<file path="src/hw/mrr_pkg.sv">
// Constants for the register-read path
package mrr_pkg;
   localparam int CLK_PERIOD_PS = 10000;
   localparam int CLK_KHZ = 100000;
   localparam int DQ_W = 32;
   localparam int CA_W = 10;
   localparam int MA_W = 8;
   localparam int RL_W = 4;
   localparam int BURST_BEATS = 4;
   localparam int REG_READ_PERIOD = 2;
   localparam int STROBE_ACCESS_PS = 5500;
   localparam int STROBE_CYC =
      (STROBE_ACCESS_PS + CLK_PERIOD_PS - 1) / CLK_PERIOD_PS;
   localparam int TEMP_UPDATE_MS = 32;
   localparam int TEMP_UPDATE_CYC = TEMP_UPDATE_MS * CLK_KHZ;
   localparam logic [3:0] CMD_REG_READ = 4'h8;
   localparam logic [MA_W-1:0] MA_TEMP_STATUS = 8'h04;
   localparam logic [MA_W-1:0] MA_CAL_A = 8'h20;
   localparam logic [MA_W-1:0] MA_CAL_B = 8'h28;
   localparam logic [3:0] CAL_A_BEATS = 4'h5;
   localparam logic [3:0] CAL_B_BEATS = 4'hC;
   localparam logic [2:0] TEMP_RESET = 3'h0;
   localparam logic [7:0] OTHER_REG_VALUE = 8'h00;
   typedef enum logic [1:0] {
      ST_IDLE = 2'b00,
      ST_WAIT = 2'b01,
      ST_BURST = 2'b10
   } rd_state_e;
endpackage : mrr_pkg

</file>
<file path="src/hw/temp_link_if.sv">
// Temperature status link between sensor logic and read path
`timescale 1ns/1ps
interface temp_link_if;
   logic [2:0] status;
   logic lp_exit;
   modport sensor (output status, input lp_exit);
   modport reader (input status, output lp_exit);
endinterface : temp_link_if

</file>
<file path="src/hw/mrr_readout.sv">
// Register-read decode and four-beat readout burst
`timescale 1ns/1ps
module mrr_readout #(
   parameter int UPDATE_CYC = mrr_pkg::TEMP_UPDATE_CYC
) (
   // Clock and reset
   input wire logic ref_clk,
   input wire logic resetn,
   input wire logic clk_en,
   // Command/address pins
   input wire logic cs_n,
   input wire logic [mrr_pkg::CA_W-1:0] ca_rise,
   input wire logic [mrr_pkg::CA_W-1:0] ca_fall,
   // Configuration and status from device logic
   input wire logic [mrr_pkg::RL_W-1:0] read_latency,
   input wire logic banks_active,
   input wire logic lp_exit,
   input wire logic [2:0] temp_code,
   // Data and strobe pins, bank-activity status
   output logic [mrr_pkg::DQ_W-1:0] dq_out,
   output logic dq_oe,
   output logic [mrr_pkg::DQ_W/8-1:0] dqs_out,
   output logic dqs_oe,
   output logic banks_active_out
);
   import mrr_pkg::*;
   localparam int SW = 1 + 2 * CA_W;
   localparam int WW = RL_W + 2;

   function automatic logic is_cal(input logic [MA_W-1:0] a);
      return a == MA_CAL_A || a == MA_CAL_B;
   endfunction : is_cal

   ////////////////////////////////////////////////////////////////////////
   // Pin synchronisers
   logic [SW-1:0] pin_s1;
   logic [SW-1:0] pin_s2;
   logic cs_n_s;
   logic [CA_W-1:0] ca_r;
   logic [CA_W-1:0] ca_f;
   assign {cs_n_s, ca_r, ca_f} = pin_s2;

   always_ff @(posedge ref_clk or negedge resetn) begin
      if (!resetn) begin
         pin_s1 <= {1'b1, {(SW-1){1'b0}}};
         pin_s2 <= {1'b1, {(SW-1){1'b0}}};
      end else if (clk_en) begin
         pin_s1 <= {cs_n, ca_rise, ca_fall};
         pin_s2 <= pin_s1;
      end
   end

   ////////////////////////////////////////////////////////////////////////
   // Temperature status keeper
   temp_link_if tlink ();
   assign tlink.lp_exit = lp_exit;

   temp_status_keeper #(.UPDATE_CYC(UPDATE_CYC)) u_temp (
      .ref_clk(ref_clk),
      .resetn(resetn),
      .clk_en(clk_en),
      .temp_code(temp_code),
      .link(tlink)
   );

   ////////////////////////////////////////////////////////////////////////
   // Command decode
   logic cmd_hit;
   logic [MA_W-1:0] cmd_addr;
   assign cmd_hit = !cs_n_s && ca_r[3:0] == CMD_REG_READ;
   assign cmd_addr = {ca_r[9:4], ca_f[1:0]};

   ////////////////////////////////////////////////////////////////////////
   // Readout sequencer
   rd_state_e state;
   rd_state_e next_state;
   logic [WW-1:0] wait_cnt;
   logic [WW-1:0] next_wait_cnt;
   logic [1:0] beat;
   logic [1:0] next_beat;
   logic [MA_W-1:0] addr;
   logic [MA_W-1:0] next_addr;
   logic [DQ_W-1:0] next_dq_out;
   logic next_dq_oe;
   logic [DQ_W/8-1:0] next_dqs_out;
   logic [7:0] reg_byte;
   logic [3:0] pattern;

   always_comb begin
      unique case (addr)
         MA_TEMP_STATUS: reg_byte = {5'h00, tlink.status};
         default: reg_byte = OTHER_REG_VALUE;
      endcase
      pattern = (addr == MA_CAL_A) ? CAL_A_BEATS : CAL_B_BEATS;
   end

   always_comb begin
      next_state = state;
      next_wait_cnt = wait_cnt;
      next_beat = beat;
      next_addr = addr;
      unique case (state)
         ST_IDLE: begin
            // Accepted whether banks are open or idle
            if (cmd_hit) begin
               next_state = ST_WAIT;
               next_addr = cmd_addr;
               next_wait_cnt = WW'(read_latency) + WW'(STROBE_CYC - 1);
            end
         end
         ST_WAIT: begin
            if (wait_cnt == '0) begin
               next_state = ST_BURST;
               next_beat = 2'h0;
            end else begin
               next_wait_cnt = wait_cnt - WW'(1);
            end
         end
         ST_BURST: begin
            // Commands ignored until the burst is done
            next_beat = beat + 2'h1;
            if (beat == 2'(BURST_BEATS - 1)) begin
               next_state = ST_IDLE;
            end
         end
         default: next_state = ST_IDLE;
      endcase
      next_dq_oe = next_state == ST_BURST;
      next_dqs_out = {(DQ_W/8){next_dq_oe && !next_beat[0]}};
      next_dq_out = '0;
      if (next_dq_oe) begin
         if (is_cal(addr)) begin
            next_dq_out = {DQ_W{pattern[next_beat]}};
         end else if (next_beat == 2'h0) begin
            next_dq_out = {{(DQ_W-8){1'b0}}, reg_byte};
         end
      end
   end

   always_ff @(posedge ref_clk or negedge resetn) begin
      if (!resetn) begin
         state <= ST_IDLE;
         wait_cnt <= '0;
         beat <= 2'h0;
         addr <= '0;
         dq_out <= '0;
         dq_oe <= 1'b0;
         dqs_out <= '0;
      end else if (clk_en) begin
         state <= next_state;
         wait_cnt <= next_wait_cnt;
         beat <= next_beat;
         addr <= next_addr;
         dq_out <= next_dq_out;
         dq_oe <= next_dq_oe;
         dqs_out <= next_dqs_out;
      end
   end

   assign dqs_oe = dq_oe;
   assign banks_active_out = banks_active;

   ////////////////////////////////////////////////////////////////////////
   // Checks
   logic [WW:0] since_cmd;
   logic [WW-1:0] lat_hold;
   always_ff @(posedge ref_clk or negedge resetn) begin
      if (!resetn) begin
         since_cmd <= '0;
         lat_hold <= '0;
      end else if (clk_en) begin
         if (state == ST_IDLE && cmd_hit) begin
            since_cmd <= (WW+1)'(1);
            lat_hold <= WW'(read_latency) + WW'(STROBE_CYC);
         end else if (since_cmd != '0) begin
            since_cmd <= since_cmd + (WW+1)'(1);
         end
      end
   end

   property p_accept;
      @(posedge ref_clk) disable iff (!resetn || !clk_en)
      state == ST_IDLE && cmd_hit
         |=> state == ST_WAIT && addr == $past(cmd_addr);
   endproperty
   a_accept: assert property (p_accept)
      else $error("register-read command not accepted");

   property p_latency;
      @(posedge ref_clk) disable iff (!resetn || !clk_en)
      $rose(dq_oe) |-> since_cmd == (WW+1)'(lat_hold) + (WW+1)'(1);
   endproperty
   a_latency: assert property (p_latency)
      else $error("first beat at wrong latency");

   property p_four_beats;
      @(posedge ref_clk) disable iff (!resetn || !clk_en)
      $rose(dq_oe) |-> dq_oe [*4] ##1 !dq_oe;
   endproperty
   a_four_beats: assert property (p_four_beats)
      else $error("burst not four beats");

   property p_strobe_toggle;
      @(posedge ref_clk) disable iff (!resetn || !clk_en)
      dq_oe && $past(dq_oe) |-> dqs_out == ~$past(dqs_out) && dqs_oe;
   endproperty
   a_strobe_toggle: assert property (p_strobe_toggle)
      else $error("strobe did not toggle");

   property p_first_byte;
      @(posedge ref_clk) disable iff (!resetn || !clk_en)
      $rose(dq_oe) && addr == MA_TEMP_STATUS
         |-> dq_out == {{(DQ_W-3){1'b0}}, $past(tlink.status)};
   endproperty
   a_first_byte: assert property (p_first_byte)
      else $error("temperature byte wrong in first beat");

   property p_filler;
      @(posedge ref_clk) disable iff (!resetn || !clk_en)
      dq_oe && !is_cal(addr) |-> dq_out[DQ_W-1:8] == '0;
   endproperty
   a_filler: assert property (p_filler)
      else $error("upper data bits not filler");

   property p_cal_a;
      @(posedge ref_clk) disable iff (!resetn || !clk_en)
      $rose(dq_oe) && addr == MA_CAL_A |-> dq_out == '1 ##1 dq_out == '0
         ##1 dq_out == '1 ##1 dq_out == '0;
   endproperty
   a_cal_a: assert property (p_cal_a)
      else $error("calibration pattern A wrong");

   property p_cal_b;
      @(posedge ref_clk) disable iff (!resetn || !clk_en)
      $rose(dq_oe) && addr == MA_CAL_B |-> dq_out == '0 ##1 dq_out == '0
         ##1 dq_out == '1 ##1 dq_out == '1;
   endproperty
   a_cal_b: assert property (p_cal_b)
      else $error("calibration pattern B wrong");

   property p_lanes;
      @(posedge ref_clk) disable iff (!resetn || !clk_en)
      dq_oe && is_cal(addr) |-> dq_out == {DQ_W{dq_out[0]}};
   endproperty
   a_lanes: assert property (p_lanes)
      else $error("calibration lanes differ");
endmodule : mrr_readout

</file>
<file path="src/hw/temp_status_keeper.sv">
// Periodic capture of the on-die temperature code
`timescale 1ns/1ps
module temp_status_keeper #(
   parameter int UPDATE_CYC = mrr_pkg::TEMP_UPDATE_CYC
) (
   // Clock and reset
   input wire logic ref_clk,
   input wire logic resetn,
   input wire logic clk_en,
   // Sensor pin and link
   input wire logic [2:0] temp_code,
   temp_link_if.sensor link
);
   import mrr_pkg::*;
   localparam int CW = $clog2(UPDATE_CYC + 1);
   localparam logic [CW-1:0] LAST = CW'(UPDATE_CYC - 1);
   logic [2:0] code_s1;
   logic [2:0] code_s2;
   logic [CW-1:0] cnt;
   logic [CW-1:0] next_cnt;
   logic [2:0] status;
   logic [2:0] next_status;

   always_comb begin
      next_cnt = cnt - CW'(1);
      next_status = status;
      if (cnt == '0 || link.lp_exit) begin
         next_cnt = LAST;
         next_status = code_s2;
      end
   end

   always_ff @(posedge ref_clk or negedge resetn) begin
      if (!resetn) begin
         code_s1 <= TEMP_RESET;
         code_s2 <= TEMP_RESET;
         cnt <= '0;
         status <= TEMP_RESET;
      end else if (clk_en) begin
         code_s1 <= temp_code;
         code_s2 <= code_s1;
         cnt <= next_cnt;
         status <= next_status;
      end
   end

   assign link.status = status;

   ////////////////////////////////////////////////////////////////////////
   property p_interval;
      @(posedge ref_clk) disable iff (!resetn || !clk_en)
      cnt == '0 |=> cnt == LAST && status == $past(code_s2);
   endproperty
   a_interval: assert property (p_interval)
      else $error("temperature update interval exceeded");

   property p_exit_fresh;
      @(posedge ref_clk) disable iff (!resetn || !clk_en)
      link.lp_exit |=> status == $past(code_s2);
   endproperty
   a_exit_fresh: assert property (p_exit_fresh)
      else $error("status not refreshed on low-power exit");
endmodule : temp_status_keeper

</file>
<file path="config.mk">
export PLATFORM = sky130hd
export DESIGN_NAME = mrr_readout
export DESIGN_NICKNAME = d
export VERILOG_FILES = /design/src/hw/mrr_pkg.sv /design/src/hw/temp_link_if.sv /design/src/hw/mrr_readout.sv /design/src/hw/temp_status_keeper.sv
export SDC_FILE = /design/constraint.sdc
export NUM_CORES = 1
export LEC_CHECK = 0
export ABC_AREA = 0
export BUFFER_PORTS_ARGS = -buffer_cell sky130_fd_sc_hd__buf_2
export CORE_UTILIZATION = 30
export DETAILED_ROUTE_END_ITERATION = 16
export SETUP_SLACK_MARGIN = 0.5
export SLEW_MARGIN = 0
export SYNTH_ARGS = -nofsm -noshare
export SYNTH_HDL_FRONTEND = slang
export SYNTH_HIERARCHICAL = 1
export SYNTH_SLANG_ARGS = --single-unit
</file>
<file path="constraint.sdc">
create_clock -name ref_clk -period 2.07 [get_ports ref_clk]
set_input_delay 0.207 -clock ref_clk [delete_from_list [all_inputs] [get_ports ref_clk]]
set_output_delay 0.207 -clock ref_clk [all_outputs]
set_load 0.05 [all_outputs]
</file>
---- After elaboration in Yosys (flattened, before gate mapping) ----
Index checks and enable logic that the tools add are counted.
operators by class
  add/subtract/negate cells ............... 3
  $lt $le $gt $ge ......................... 1
  equality and inequality tests ........... 10
  muxes and demuxes ....................... 17
  reductions and logical operators ........ 14
operator list
  cell                     count
  $mux W32                 2
  $logic_not A22 Y1        1
  $mux W22                 1
  $sub A22 B1 Y22 const B  1
  $eq A8 B6 Y1 const B     2
  $mux W6                  2
  $pmux W6 S2              1
  $eq A8 B3 Y1 const B     1
  $mux W2                  4
  $eq A2 B2 Y1 const B     3
  $logic_not A6 Y1         1
  $mux W3                  2
  $pmux W2 S3              1
  $sub A6 B1 Y6 const B    1
  $eq A4 B4 Y1 const B     1
  $logic_not A2 Y1         2
  $mux W4                  1
  $ne A2 B2 Y1 const B     2
  $pmux W2 S2              1
  $reduce_and A4 Y1        1
  $lt A2 B3 Y1 const B     1
  $reduce_and A3 Y1        1
  $add A2 B1 Y2 const B    1
  $bmux W1 S2              1
  7 further kinds          10
storage, ports and cells
  bits in registers ....................... 125
  input port bits ......................... 33
  output and inout port bits .............. 39
  word-level logic and storage cells ...... 58

---- Depth between registers and ports, before layout ----
Gate-level depths: netlist of the first run.
  depth in word-level cells ............... 7
  gate-level depth with buffers ........... 8

---- Cells and area by module ----
The synthesis of the first run kept the hierarchy.
modules (own cells, without submodules)
  module              instances  cells an instance  area an instance (sq um)  sequential area each (sq um)
  mrr_readout         1          213                2562.5                    1253.7
  temp_status_keeper  1          135                1515.2                    775.7

---- Least setup slack after synthesis of the first run ----
Ideal clock, no wire load.
  path kind ............................... reg2reg
  start point ............................. register wait_cnt[0]
  end point ............................... register dq_out[0] in the netlist's numbering
  library setup time ...................... 0.078 ns
  data arrival time ....................... 1.895 ns
  setup slack ............................. 0.097 ns
  stages on the path, launching flop included .. 8
  buffers on the path ..................... 0
  cell sequence ........................... dfrtp_1 inv_1 ha_1 nor3b_1 nand3_1 a311oi_1 o211ai_1 o2bb2ai_1
on the way
  cells in the longest elaborated chain, start to end .. 7
  elaborated cells between the ends (all ways) .. 12
  those cells by class .................... 1 x eq/ne; 9 x mux; 2 x reduce/logical
RTL lines
  element                                                          line                                    RTL
  start, declared                                                  mrr_readout.sv:77                       logic [WW-1:0] wait_cnt;
  start signal, assigned                                           mrr_readout.sv:151                      wait_cnt <= next_wait_cnt;
  $logic_not A6 Y1 (*)                                             mrr_readout.sv:112                      if (wait_cnt == '0) begin
  $mux W2                                                          mrr_readout.sv:112
  $pmux W2 S2                                                      mrr_readout.sv:102                      unique case (state)
  $bmux W1 S2 / $logic_not A2 Y1 (equally long branches)           mrr_readout.sv:133, mrr_readout.sv:134
  $mux W1 (not written as such) / $mux W3 (equally long branches)  mrr_readout.sv:133, mrr_readout.sv:134
  $mux W32                                                         mrr_readout.sv:132                      if (is_cal(addr)) begin
  $mux W32 (*)                                                     mrr_readout.sv:131                      if (next_dq_oe) begin
  end signal, assigned                                             mrr_readout.sv:154                      dq_out <= next_dq_out;
  end, declared                                                    mrr_readout.sv:20                       output logic [mrr_pkg::DQ_W-1:0] dq_out,
Every way passes the cells marked *; elsewhere a longest branch is shown, timed or not. The select of a mux whose other input is x is not followed.
A chain may end at the register's enable or synchronous reset.

---- Final worst setup path of the first run ----
  start point ............................. register addr[0]
  end point ............................... register dq_out[1] in the netlist's numbering
on the way
  cells in the longest elaborated chain, start to end .. 6
  elaborated cells between the ends (all ways) .. 11
  those cells by class .................... 3 x eq/ne; 7 x mux; 1 x reduce/logical
RTL lines
  element                        line                                  RTL
  start, declared                mrr_readout.sv:81                     logic [MA_W-1:0] addr;
  start signal, assigned         mrr_readout.sv:153                    addr <= next_addr;
  $eq A8 B6 Y1                   mrr_readout.sv:31, mrr_readout.sv:94
  $mux W4                        mrr_readout.sv:94                     pattern = (addr == MA_CAL_A) ? CAL_A_BEATS : CAL_B_BEATS;
  $bmux W1 S2                    mrr_readout.sv:133                    next_dq_out = {DQ_W{pattern[next_beat]}};
  $mux W1 (not written as such)  mrr_readout.sv:133
  $mux W32 (*)                   mrr_readout.sv:132
  $mux W32 (*)                   mrr_readout.sv:131
Marks and branches as above.

==> results.py, run 1 <==
metrics = {
    "pwr": {
        "p_leak_nw": 2.448,
        "total_power_mw": 5.509,
        "power_density_nw_per_um2": 983.5,
        "irDropWorstVdd_mv": 0.5047,
    },
    "grt": {
        "grt_pass1_vias": 2746,
        "grt_max_degree": 64,
        "grt_overflow": 0,
        "antenna_found_initial": 0,
        "grtUsageTotal_pct": 11.81,
        "grt_pass1_wl_um": 13260,
    },
    "logic_synthesis": {
        "ys_types": 65,
        "avgSynthCellArea_sq_um": 11.72,
        "yosys_most_used_dff": "dfrtp_1",
        "yosys.area.top_type": "dfrtp_1",
        "syn_nets": 388,
        "ys_ff_latch": 81,
        "synth_edf_count": 0,
        "yosys.area.top_type_share_pct": 48.48,
        "synth_area_sq_um": 4078,
        "syn_inst": 348,
        "async_flop_share_pct": 100.0,
        "synth-warning-count": 6,
        "ys_seq_area_share_pct": 49.77,
        "synth_area_leaders": "dfrtp_1 48%, mux2_2 11%, buf_4 6.1%",
        "yosysMostFrequentCell": "dfrtp_1",
        "synth_common_cells": "79 x dfrtp_1, 41 x mux2_2, 33 x buf_4",
    },
    "drt": {
        "drc": 0,
        "first_pass_iters": 4,
        "dr_total_vias": 2877,
        "viasPerCell": 4.701,
        "first_iter_violations": 111,
        "wirelength_um": 8017,
        "drt-wirelength-per-cell_um": 13.10,
        "antenna_left": 0,
    },
    "worst_setup_path": {
        "crit_start": "addr[0]$_DFFE_PN0P_",
        "r2r_start": "addr[0]$_DFFE_PN0P_",
        "start_kind": "flop",
        "worstPathArrival_ps": 2290,
        "required_ps": 2330,
        "path_class": "flop to flop",
        "crit_path_end_kind": "flop",
        "critPathMaxFanout": 3,
    },
    "final_layout": {
        "drive_above_1_share_pct": 59.63,
        "final_cell_area_sq_um": 5602,
        "antenna_cells": 0,
        "area_growth_pct": 37.37,
        "final_nets": 471,
        "finalNonFillerCells": 612,
    },
    "sta": {
        "drv_slew": 0,
        "fmax_mhz": 492.2,
        "fin_crit_ps": 2031,
        "worst_pin_slew_ps": 430.7,
        "setup_viol": 0,
        "hold_viol_final": 0,
        "relSlewSlack_pct": 71.02,
        "period_share_pct": 98.14,
        "rsz0062_at_grt": "yes",
        "finalClockSkew_ps": 8.283,
        "tns_ps": 0,
    },
    "place": {
        "gp_congestion": 0.7449,
        "placed_cells": 557,
        "hpwlAfterDp_um": 5121,
        "dpl_cell_area_sq_um": 4539,
        "io_buffer_count": 61,
    },
    "clock_network": {
        "clockBufferDepth": 2,
        "insertion_delay_ps": 340,
        "clkTransAtPathRegs_ps": 70,
        "cts_inserted_buffers": 9,
        "cts.sinks": 81,
        "cts_root_buffer": "clkbuf_16",
        "cts_tree": "done",
        "htreeDepth": 3,
    },
    "floorplanning": {
        "ios": 72,
        "fp.dieW_um": 118.6,
        "start_util_pct": 30.79,
        "die_h_um": 118.6,
        "placementRows": 42,
        "core_sq_um": 13240,
        "fp.dieArea_sq_um": 14060,
    },
    "run_status": {
        "status": "completed",
    },
    "run": {
        "maxCapViolCount": 0,
    },
    "worst_hold_path": {
        "min_from": "ca_rise[0]",
        "worstHoldPathType": "primary input to flop",
    },
}
## routing by layer
layer	wire, um	up-vias	global-route usage (%)
met5	0	-	0
met4	87	0	4.430
met3	330	6	3.958
met2	3798	65	18.06
met1	3800	1420	15.42
li1	-	1386	-
## cells by family (layout without fill, tap and decap cells)
| group | after synthesis | count (layout) | synth area share [%] |
|---|---|---|---|
| fa+ha+maj | 7 | 7 | 2.148 |
| simple gates | 99 | 99 | 16.14 |
| flops | 81 | 81 | 49.77 |
| mux | 47 | 47 | 12.98 |
| compound gates | 50 | 50 | 8.592 |
| buf+inv | 53 | 141 | 8.008 |
| xor+xnor | 11 | 11 | 2.363 |
## worst paths after layout
path / endpoint / slack (ps) / cells after the start
worst max-delay path: dq_out[1]$_DFFE_PN0P_ / 40 / 5
worst min-delay path: pin_s1[10]$_DFFE_PN0P_ / 100 / 2
worst max register to register: dq_out[1]$_DFFE_PN0P_ / 40 / 5
worst min register to register: dq_out[2]$_DFFE_PN0P_ / 490 / 1
max in group asynchronous: pin_s1[20]$_DFFE_PN1P_ / 1130 / 3
min in group asynchronous: u_temp/cnt[12]$_DFFE_PN0P_ / 290 / 2
## cells in the final DEF, fill, tap and decap left out, drive strengths merged, types with 7 or more instances in the layout
cell    netlist  routed
a21oi        14      14
buf          40     112
clkbuf        1      10
dfrtp        79      79
ha            7       7
inv          11      14
mux2         44      44
nand2        24      24
nand3         8       8
nor2          7       7
o21ai         9       9
or3           7       7
or4           7       7
## metrics by stage
stage	hold slack (ps)	setup WS, ps	util, %
5_1_grt	78.08	-53.44	42.30
2_1_floorplan	-88.59	169.4	-
3_5_place_dp	113.0	60.78	34.28
4_1_cts	82.26	56.31	39.27
6_report	96.35	38.51	42.30
3_3_place_gp	102.9	94.22	34.28
## worst max-delay path, cell delays in order (launching register included)
cell and delay, ps:
dfrtp_1 400, or4_4 530, or4_4 440, nor4b_4 330
a21oi_1 120, o2bb2ai_1 140
## state kept, by name, indices dropped and copies added (netlist names)
| name | cells |
|---|---|
| pin_s1 | 13 |
| u_temp/link.status | 3 |
| u_temp/code_s1 | 3 |
| u_temp/code_s2 | 3 |
| dqs_out | 1 |
| state | 2 |
| dq_out | 4 |
| u_temp/cnt | 22 |
| wait_cnt | 6 |
| pin_s2 | 13 |
| addr | 8 |
| dq_oe | 1 |
| beat | 2 |
## repair_timing
action | 4_1_cts | 5_1_grt
hold endpoints to repair | 18 | 0
pin swaps | 22 | 21
hold buffers | 1 | 0
endpoints found under the setup margin | 46 | 48
setup buffers | 24 | 13
gates resized for setup | 33 | 71
cloned | 1 | 0
## power by group
part / switching, mW / internal [mW] / total (mW)
Clock: 0.664 / 0.984 / 1.65
Combinational: 0.848 / 0.913 / 1.76
Sequential: 0.237 / 1.86 / 2.10
Total: 1.75 / 3.76 / 5.51
## cell type report
cell class                      count  area, sq um
Clock buffer                       10        239.0
Clock inverter                      6        73.82
Fill cell                        1214         7641
Inverter                           12        47.55
Multi-Input combinational cell    214         2171
Sequential cell                    81         2036
Tap cell                          176        220.2
Timing Repair Buffer              113        814.5
No activity file was read; power rests on OpenSTA's default activity.
==> run 2: changes to the inputs <==
Settings changed: CORE_UTILIZATION 30 to 50, PLACE_DENSITY set to 0.75.
==> run 2 against run 1 <==
The run now ends with setup timing left. Largest power group unchanged. Clock skew increased by 5.3 ps. Power decreased by 11%. Wire length grew 6.3%. Sequential power is essentially flat. Sequential cell count did not move. Largest cell class unchanged. Critical path depth up 1. Utilization is 25 points higher. Register-to-register slack worse by 50 ps. Combinational power is 5% lower. Die area shrank 39%. Global-route usage grew 8.2 points. First-iteration DRC count grew 56%.
==> results.py, run 2 (synthesis results as in run 1) <==
metrics = {
    "final_layout": {
        "largest_reg_flops": 22,
        "antenna_cells": 0,
        "final_util_pct": 67.05,
        "drive_above_1_share_pct": 56.35,
        "final_nets": 468,
        "area_growth_pct": 28.38,
        "final_cell_mix": "73 x dfrtp_1, 60 x buf_2, 33 x mux2_2, 33 x buf_4, 14 x buf_6",
        "final_common_cell": "dfrtp_1",
        "finalNonFillerCells": 535,
        "largestRegisters": "u_temp/cnt (22), pin_s1 (13), pin_s2 (13)",
        "top_register": "u_temp/cnt",
    },
    "floorplanning": {
        "core_sq_um": 7807,
        "fp.dieArea_sq_um": 8520,
        "start_util_pct": 52.23,
        "ios": 72,
        "fp.dieW_um": 92.31,
        "die_h_um": 92.31,
        "placementRows": 32,
    },
    "drt": {
        "dr_total_vias": 2949,
        "wirelength_um": 8522,
        "antenna_left": 0,
        "viasPerCell": 5.512,
        "drc": 0,
        "drt-wirelength-per-cell_um": 15.93,
        "first_iter_violations": 173,
        "first_pass_iters": 4,
    },
    "grt": {
        "grtUsageTotal_pct": 20.01,
        "grt_pass1_wl_um": 13230,
        "grt_pass1_vias": 2758,
        "grt_overflow": 0,
        "antenna_found_initial": 0,
        "grt_max_degree": 82,
    },
    "worst_setup_path": {
        "required_ps": 2340,
        "ff2ff_path_depth": 6,
        "crit_path_end_kind": "flop",
        "critPathMaxFanout": 3,
        "start_kind": "flop",
        "worstPathArrival_ps": 2350,
        "path_class": "flop to flop",
    },
    "sta": {
        "worst_pin_slew_ps": 509.9,
        "setup_viol": 1,
        "rsz0062_at_grt": "yes",
        "fin_crit_ps": 2077,
        "setup_slack_ps": -7.037,
        "hold_viol_final": 0,
        "period_share_pct": 100.3,
        "drv_slew": 0,
        "finalClockSkew_ps": 13.54,
        "fmax_mhz": 481.5,
        "relSlewSlack_pct": 65.75,
        "tns_ps": -7.037,
    },
    "worst_hold_path": {
        "worstHoldPathType": "primary input to flop",
        "hold_depth": 2,
    },
    "pwr": {
        "irDropWorstVdd_mv": 0.6095,
        "p_leak_nw": 2.320,
        "total_power_mw": 4.879,
        "power_density_nw_per_um2": 932.0,
    },
    "place": {
        "gp_congestion": 0.7703,
        "placed_cells": 483,
        "hpwlAfterDp_um": 4925,
        "io_buffer_count": 61,
    },
    "clock_network": {
        "clkTransAtPathRegs_ps": 90,
        "cts_tree": "done",
        "cts_inserted_buffers": 9,
        "cts.sinks": 81,
        "cts_root_buffer": "clkbuf_8",
        "insertion_delay_ps": 350,
        "clockBufferDepth": 2,
        "htreeDepth": 3,
    },
    "run_status": {
        "violations": "setup timing",
        "status": "finished with violations",
    },
    "run": {
        "maxCapViolCount": 0,
    },
}
## run 2: power by group
| part | switching [mW] | internal [mW] |
|---|---|---|
| sequential | 0.238 | 1.86 |
| clock | 0.572 | 0.537 |
| combinational | 0.837 | 0.834 |
| total | 1.65 | 3.23 |
## run 2: stage by stage
step | setup slack, ps | area, sq um | hold slack [ps]
3_3_place_gp | 98.27 | 4447 | 264.1
5_1_grt | -66.87 | 5235 | 69.46
3_5_place_dp | 56.11 | 4447 | 265.4
2_1_floorplan | 169.4 | 4185 | -88.59
4_1_cts | 64.92 | 5035 | 73.17
6_report | -7.037 | 5235 | 82.37
## run 2: timing repair
action | 4_1_cts | 5_1_grt
resized for setup | 40 | 38
hold buffers | 1 | 0
gates cloned | 0 | 1
buffers inserted | 28 | 6
endpoints found under the hold margin | 79 | 0
setup endpoints to repair | 46 | 47
pin swaps | 25 | 21
## run 2: cell type report
type	count	area (sq um)
well taps	102	127.6
flip-flops and latches	81	2037
fillers	548	2572
clock buffers	13	168.9
multi-input cells	214	2077
clock inverters	3	23.77
inverters	12	45.04
repair buffers	110	755.7
## run 2: critical path, cell delays in order, from the launching register on
cell and delay [ps]:
dfrtp_1 380, or4_4 540, or4_4 440, nor4b_4 290, buf_4 170, a21oi_2 40, o2bb2ai_1 140
## run 2: routing by layer
layer  vias to the layer above  track usage [%]  routed length [um]
met5                         -                0                   0
met4                         0            10.94                 147
met3                        13            2.874                 348
met2                        88            31.79                4196
met1                      1467            26.54                3831
li1                       1381                -                   -
## run 2: final timing paths
| check | from | to | slack, ps |
|---|---|---|---|
| max | addr[1]$_DFFE_PN0P_ | dq_out[2]$_DFFE_PN0P_ | -7 |
| min | ca_rise[1] | pin_s1[11]$_DFFE_PN0P_ | 80 |
| max reg2reg | addr[1]$_DFFE_PN0P_ | dq_out[2]$_DFFE_PN0P_ | -7 |
| min reg2reg | u_temp/cnt[21]$_DFFE_PN0P_ | u_temp/cnt[21]$_DFFE_PN0P_ | 510 |
| max in group asynchronous | resetn | u_temp/cnt[7]$_DFFE_PN0P_ | 1290 |
| min in group asynchronous | resetn | pin_s1[11]$_DFFE_PN0P_ | 420 |
==> run 3: changes to the inputs <==
Settings changed: CELL_PAD_IN_SITES_DETAIL_PLACEMENT set to 2, CELL_PAD_IN_SITES_GLOBAL_PLACEMENT set to 2, CORE_UTILIZATION 50 to 36, PLACE_DENSITY 0.75 to not set, PLACE_DENSITY_LB_ADDON set to 0.1.
Clock period 2.07 ns to 2.5 ns, I/O delays scaled along.
==> run 3 against run 2 <==
The flow now finishes without violations. Count of clock-buffer cells in the layout shrank 2. Cell count rose by 2.8%. Die area rose by 38%. Critical path depth is 1 lower. Largest power group unchanged.
==> results.py, run 3 (synthesis results as in run 1) <==
metrics = {
    "run_status": {
        "status": "completed",
    },
    "worst_setup_path": {
        "cpMaxStageDelayCell": "or4_4",
        "cp_cell_sequence": "or4_4, or4_4, nor4b_4, a21oi_1, o2bb2ai_1",
        "start_kind": "flop",
        "cpMostUsedCell": "or4_4",
        "path_buf_inv": 0,
        "required_ps": 2760,
        "slowest_delay_ps": 550,
        "worstPathArrival_ps": 2250,
        "critical_path.top_delay_family": "simple AND/OR/NAND/NOR gates",
        "path_class": "flop to flop",
        "crit_path_end_kind": "flop",
        "critPathMaxFanout": 3,
    },
    "grt": {
        "grt.met2_usage_pct": 28.12,
        "grt_max_degree": 43,
        "grtUsageTotal_pct": 17.29,
        "grt_pass1_vias": 3041,
        "grt-busiest-layer": "met2",
        "grtUsageMet3_pct": 3.436,
        "antenna_found_initial": 0,
        "grt_pass1_wl_um": 15400,
        "grt_overflow": 0,
        "met1_usage_pct": 22.68,
    },
    "floorplanning": {
        "placementRows": 38,
        "fp.dieW_um": 108.4,
        "start_util_pct": 37.29,
        "ios": 72,
        "fp.dieArea_sq_um": 11760,
        "die_h_um": 108.4,
        "core_sq_um": 10940,
    },
    "clock_network": {
        "clkTransAtPathRegs_ps": 60,
        "htreeDepth": 3,
        "insertion_delay_ps": 340,
        "cts_tree": "done",
        "cts_inserted_buffers": 9,
        "cts_root_buffer": "clkbuf_16",
        "cts.sinks": 81,
        "clockBufferDepth": 2,
    },
    "final_layout": {
        "antenna_cells": 0,
        "largest_reg_flops": 22,
        "largestRegisters": "u_temp/cnt (22), pin_s1 (13), pin_s2 (13)",
        "final_common_cell": "dfrtp_1",
        "top_register": "u_temp/cnt",
        "area_growth_pct": 21.76,
        "final_cell_mix": "76 x dfrtp_1, 60 x buf_2, 41 x mux2_2",
        "final_nets": 445,
        "drive_above_1_share_pct": 46.10,
        "final_cell_area_sq_um": 4965,
    },
    "run": {
        "maxCapViolCount": 0,
    },
    "sta": {
        "hold_viol_final": 0,
        "setup_viol": 0,
        "finalClockSkew_ps": 4.350,
        "tns_ps": 0,
        "rsz0062_at_grt": "yes",
        "relSlewSlack_pct": 60.00,
        "fin_crit_ps": 1995,
        "worst_pin_slew_ps": 600.0,
        "period_share_pct": 79.79,
        "drv_slew": 0,
        "fmax_mhz": 501.3,
    },
    "drt": {
        "drt-wirelength-per-cell_um": 17.16,
        "drc": 0,
        "viasPerCell": 5.251,
        "dr_total_vias": 2888,
        "antenna_left": 0,
        "wirelength_um": 9440,
        "first_iter_violations": 82,
        "first_pass_iters": 4,
    },
    "place": {
        "gp_congestion": 0.7375,
        "io_buffer_count": 61,
        "dpl_cell_area_sq_um": 4374,
        "hpwlAfterDp_um": 6116,
    },
    "pwr": {
        "irDropWorstVdd_mv": 0.3464,
        "p_leak_nw": 2.180,
        "power_density_nw_per_um2": 864.3,
    },
    "worst_hold_path": {
        "worstHoldPathType": "primary input to flop",
    },
}
run 3: final timing paths:
check                                                  start                                end  slack (ps)  cells after the start
max reg2reg                              addr[1]$_DFFE_PN0P_              dq_out[1]$_DFFE_PN0P_         510                      5
max in group asynchronous                             resetn             pin_s1[20]$_DFFE_PN1P_        1380                      3
min                                               ca_rise[6]             pin_s1[16]$_DFFE_PN0P_         140                      2
max                                      addr[1]$_DFFE_PN0P_              dq_out[1]$_DFFE_PN0P_         510                      5
min reg2reg                u_temp/link.status[0]$_DFFE_PN0P_  u_temp/link.status[0]$_DFFE_PN0P_         490                      1
min in group asynchronous                             resetn             dqs_out[0]$_DFFE_PN0P_         450                      2
run 3: metal layers:
layer	vias up	routed length [um]
met5	-	0
met4	0	114
met3	10	378
met2	61	4562
met1	1485	4385
li1	1332	-
run 3: worst register-to-register path, cell delays in order (launching register included):
cell,delay (ps)
dfrtp_1,380
or4_4,550
or4_4,450
nor4b_4,270
a21oi_1,110
o2bb2ai_1,170
run 3: final cells by class:
cell class / instances / area (sq um)
fill: 1119 / 5971
sequential: 81 / 2033
multi-input combinational: 214 / 1879
timing repair buffer: 87 / 525.5
clock buffer: 11 / 242.7
tap: 140 / 175.2
clock inverter: 5 / 63.81
inverter: 12 / 45.04
run 3: timing repair:
item | 4_1_cts | 5_1_grt
hold endpoints to repair | 39 | 0
setup endpoints to repair | 26 | 25
buffers inserted | 5 | 9
hold buffers | 1 | 0
pin swaps | 12 | 13
resized for setup | 12 | 23
run 3: through the flow:
step                utilization [%]  worst slack [ps]  std cells  total power [mW]  hold WS (ps)
detailed placement            40.00             145.8        519             2.778         283.1
global placement              40.00             298.3        519             2.713         285.3
global route                  45.40             375.9        550             4.544         134.4
floorplan                         -             527.1        348             2.497        -45.59
CTS                           43.82             414.1        541             4.232         128.3
finish                        45.40             505.3        550             4.291         140.8
run 3: power by group:
group / internal [mW] / switching (mW) / leakage (nW)
Sequential: 1.54 / 0.201 / 0.949
Clock: 0.808 / 0.545 / 0.146
Combinational: 0.566 / 0.627 / 1.08
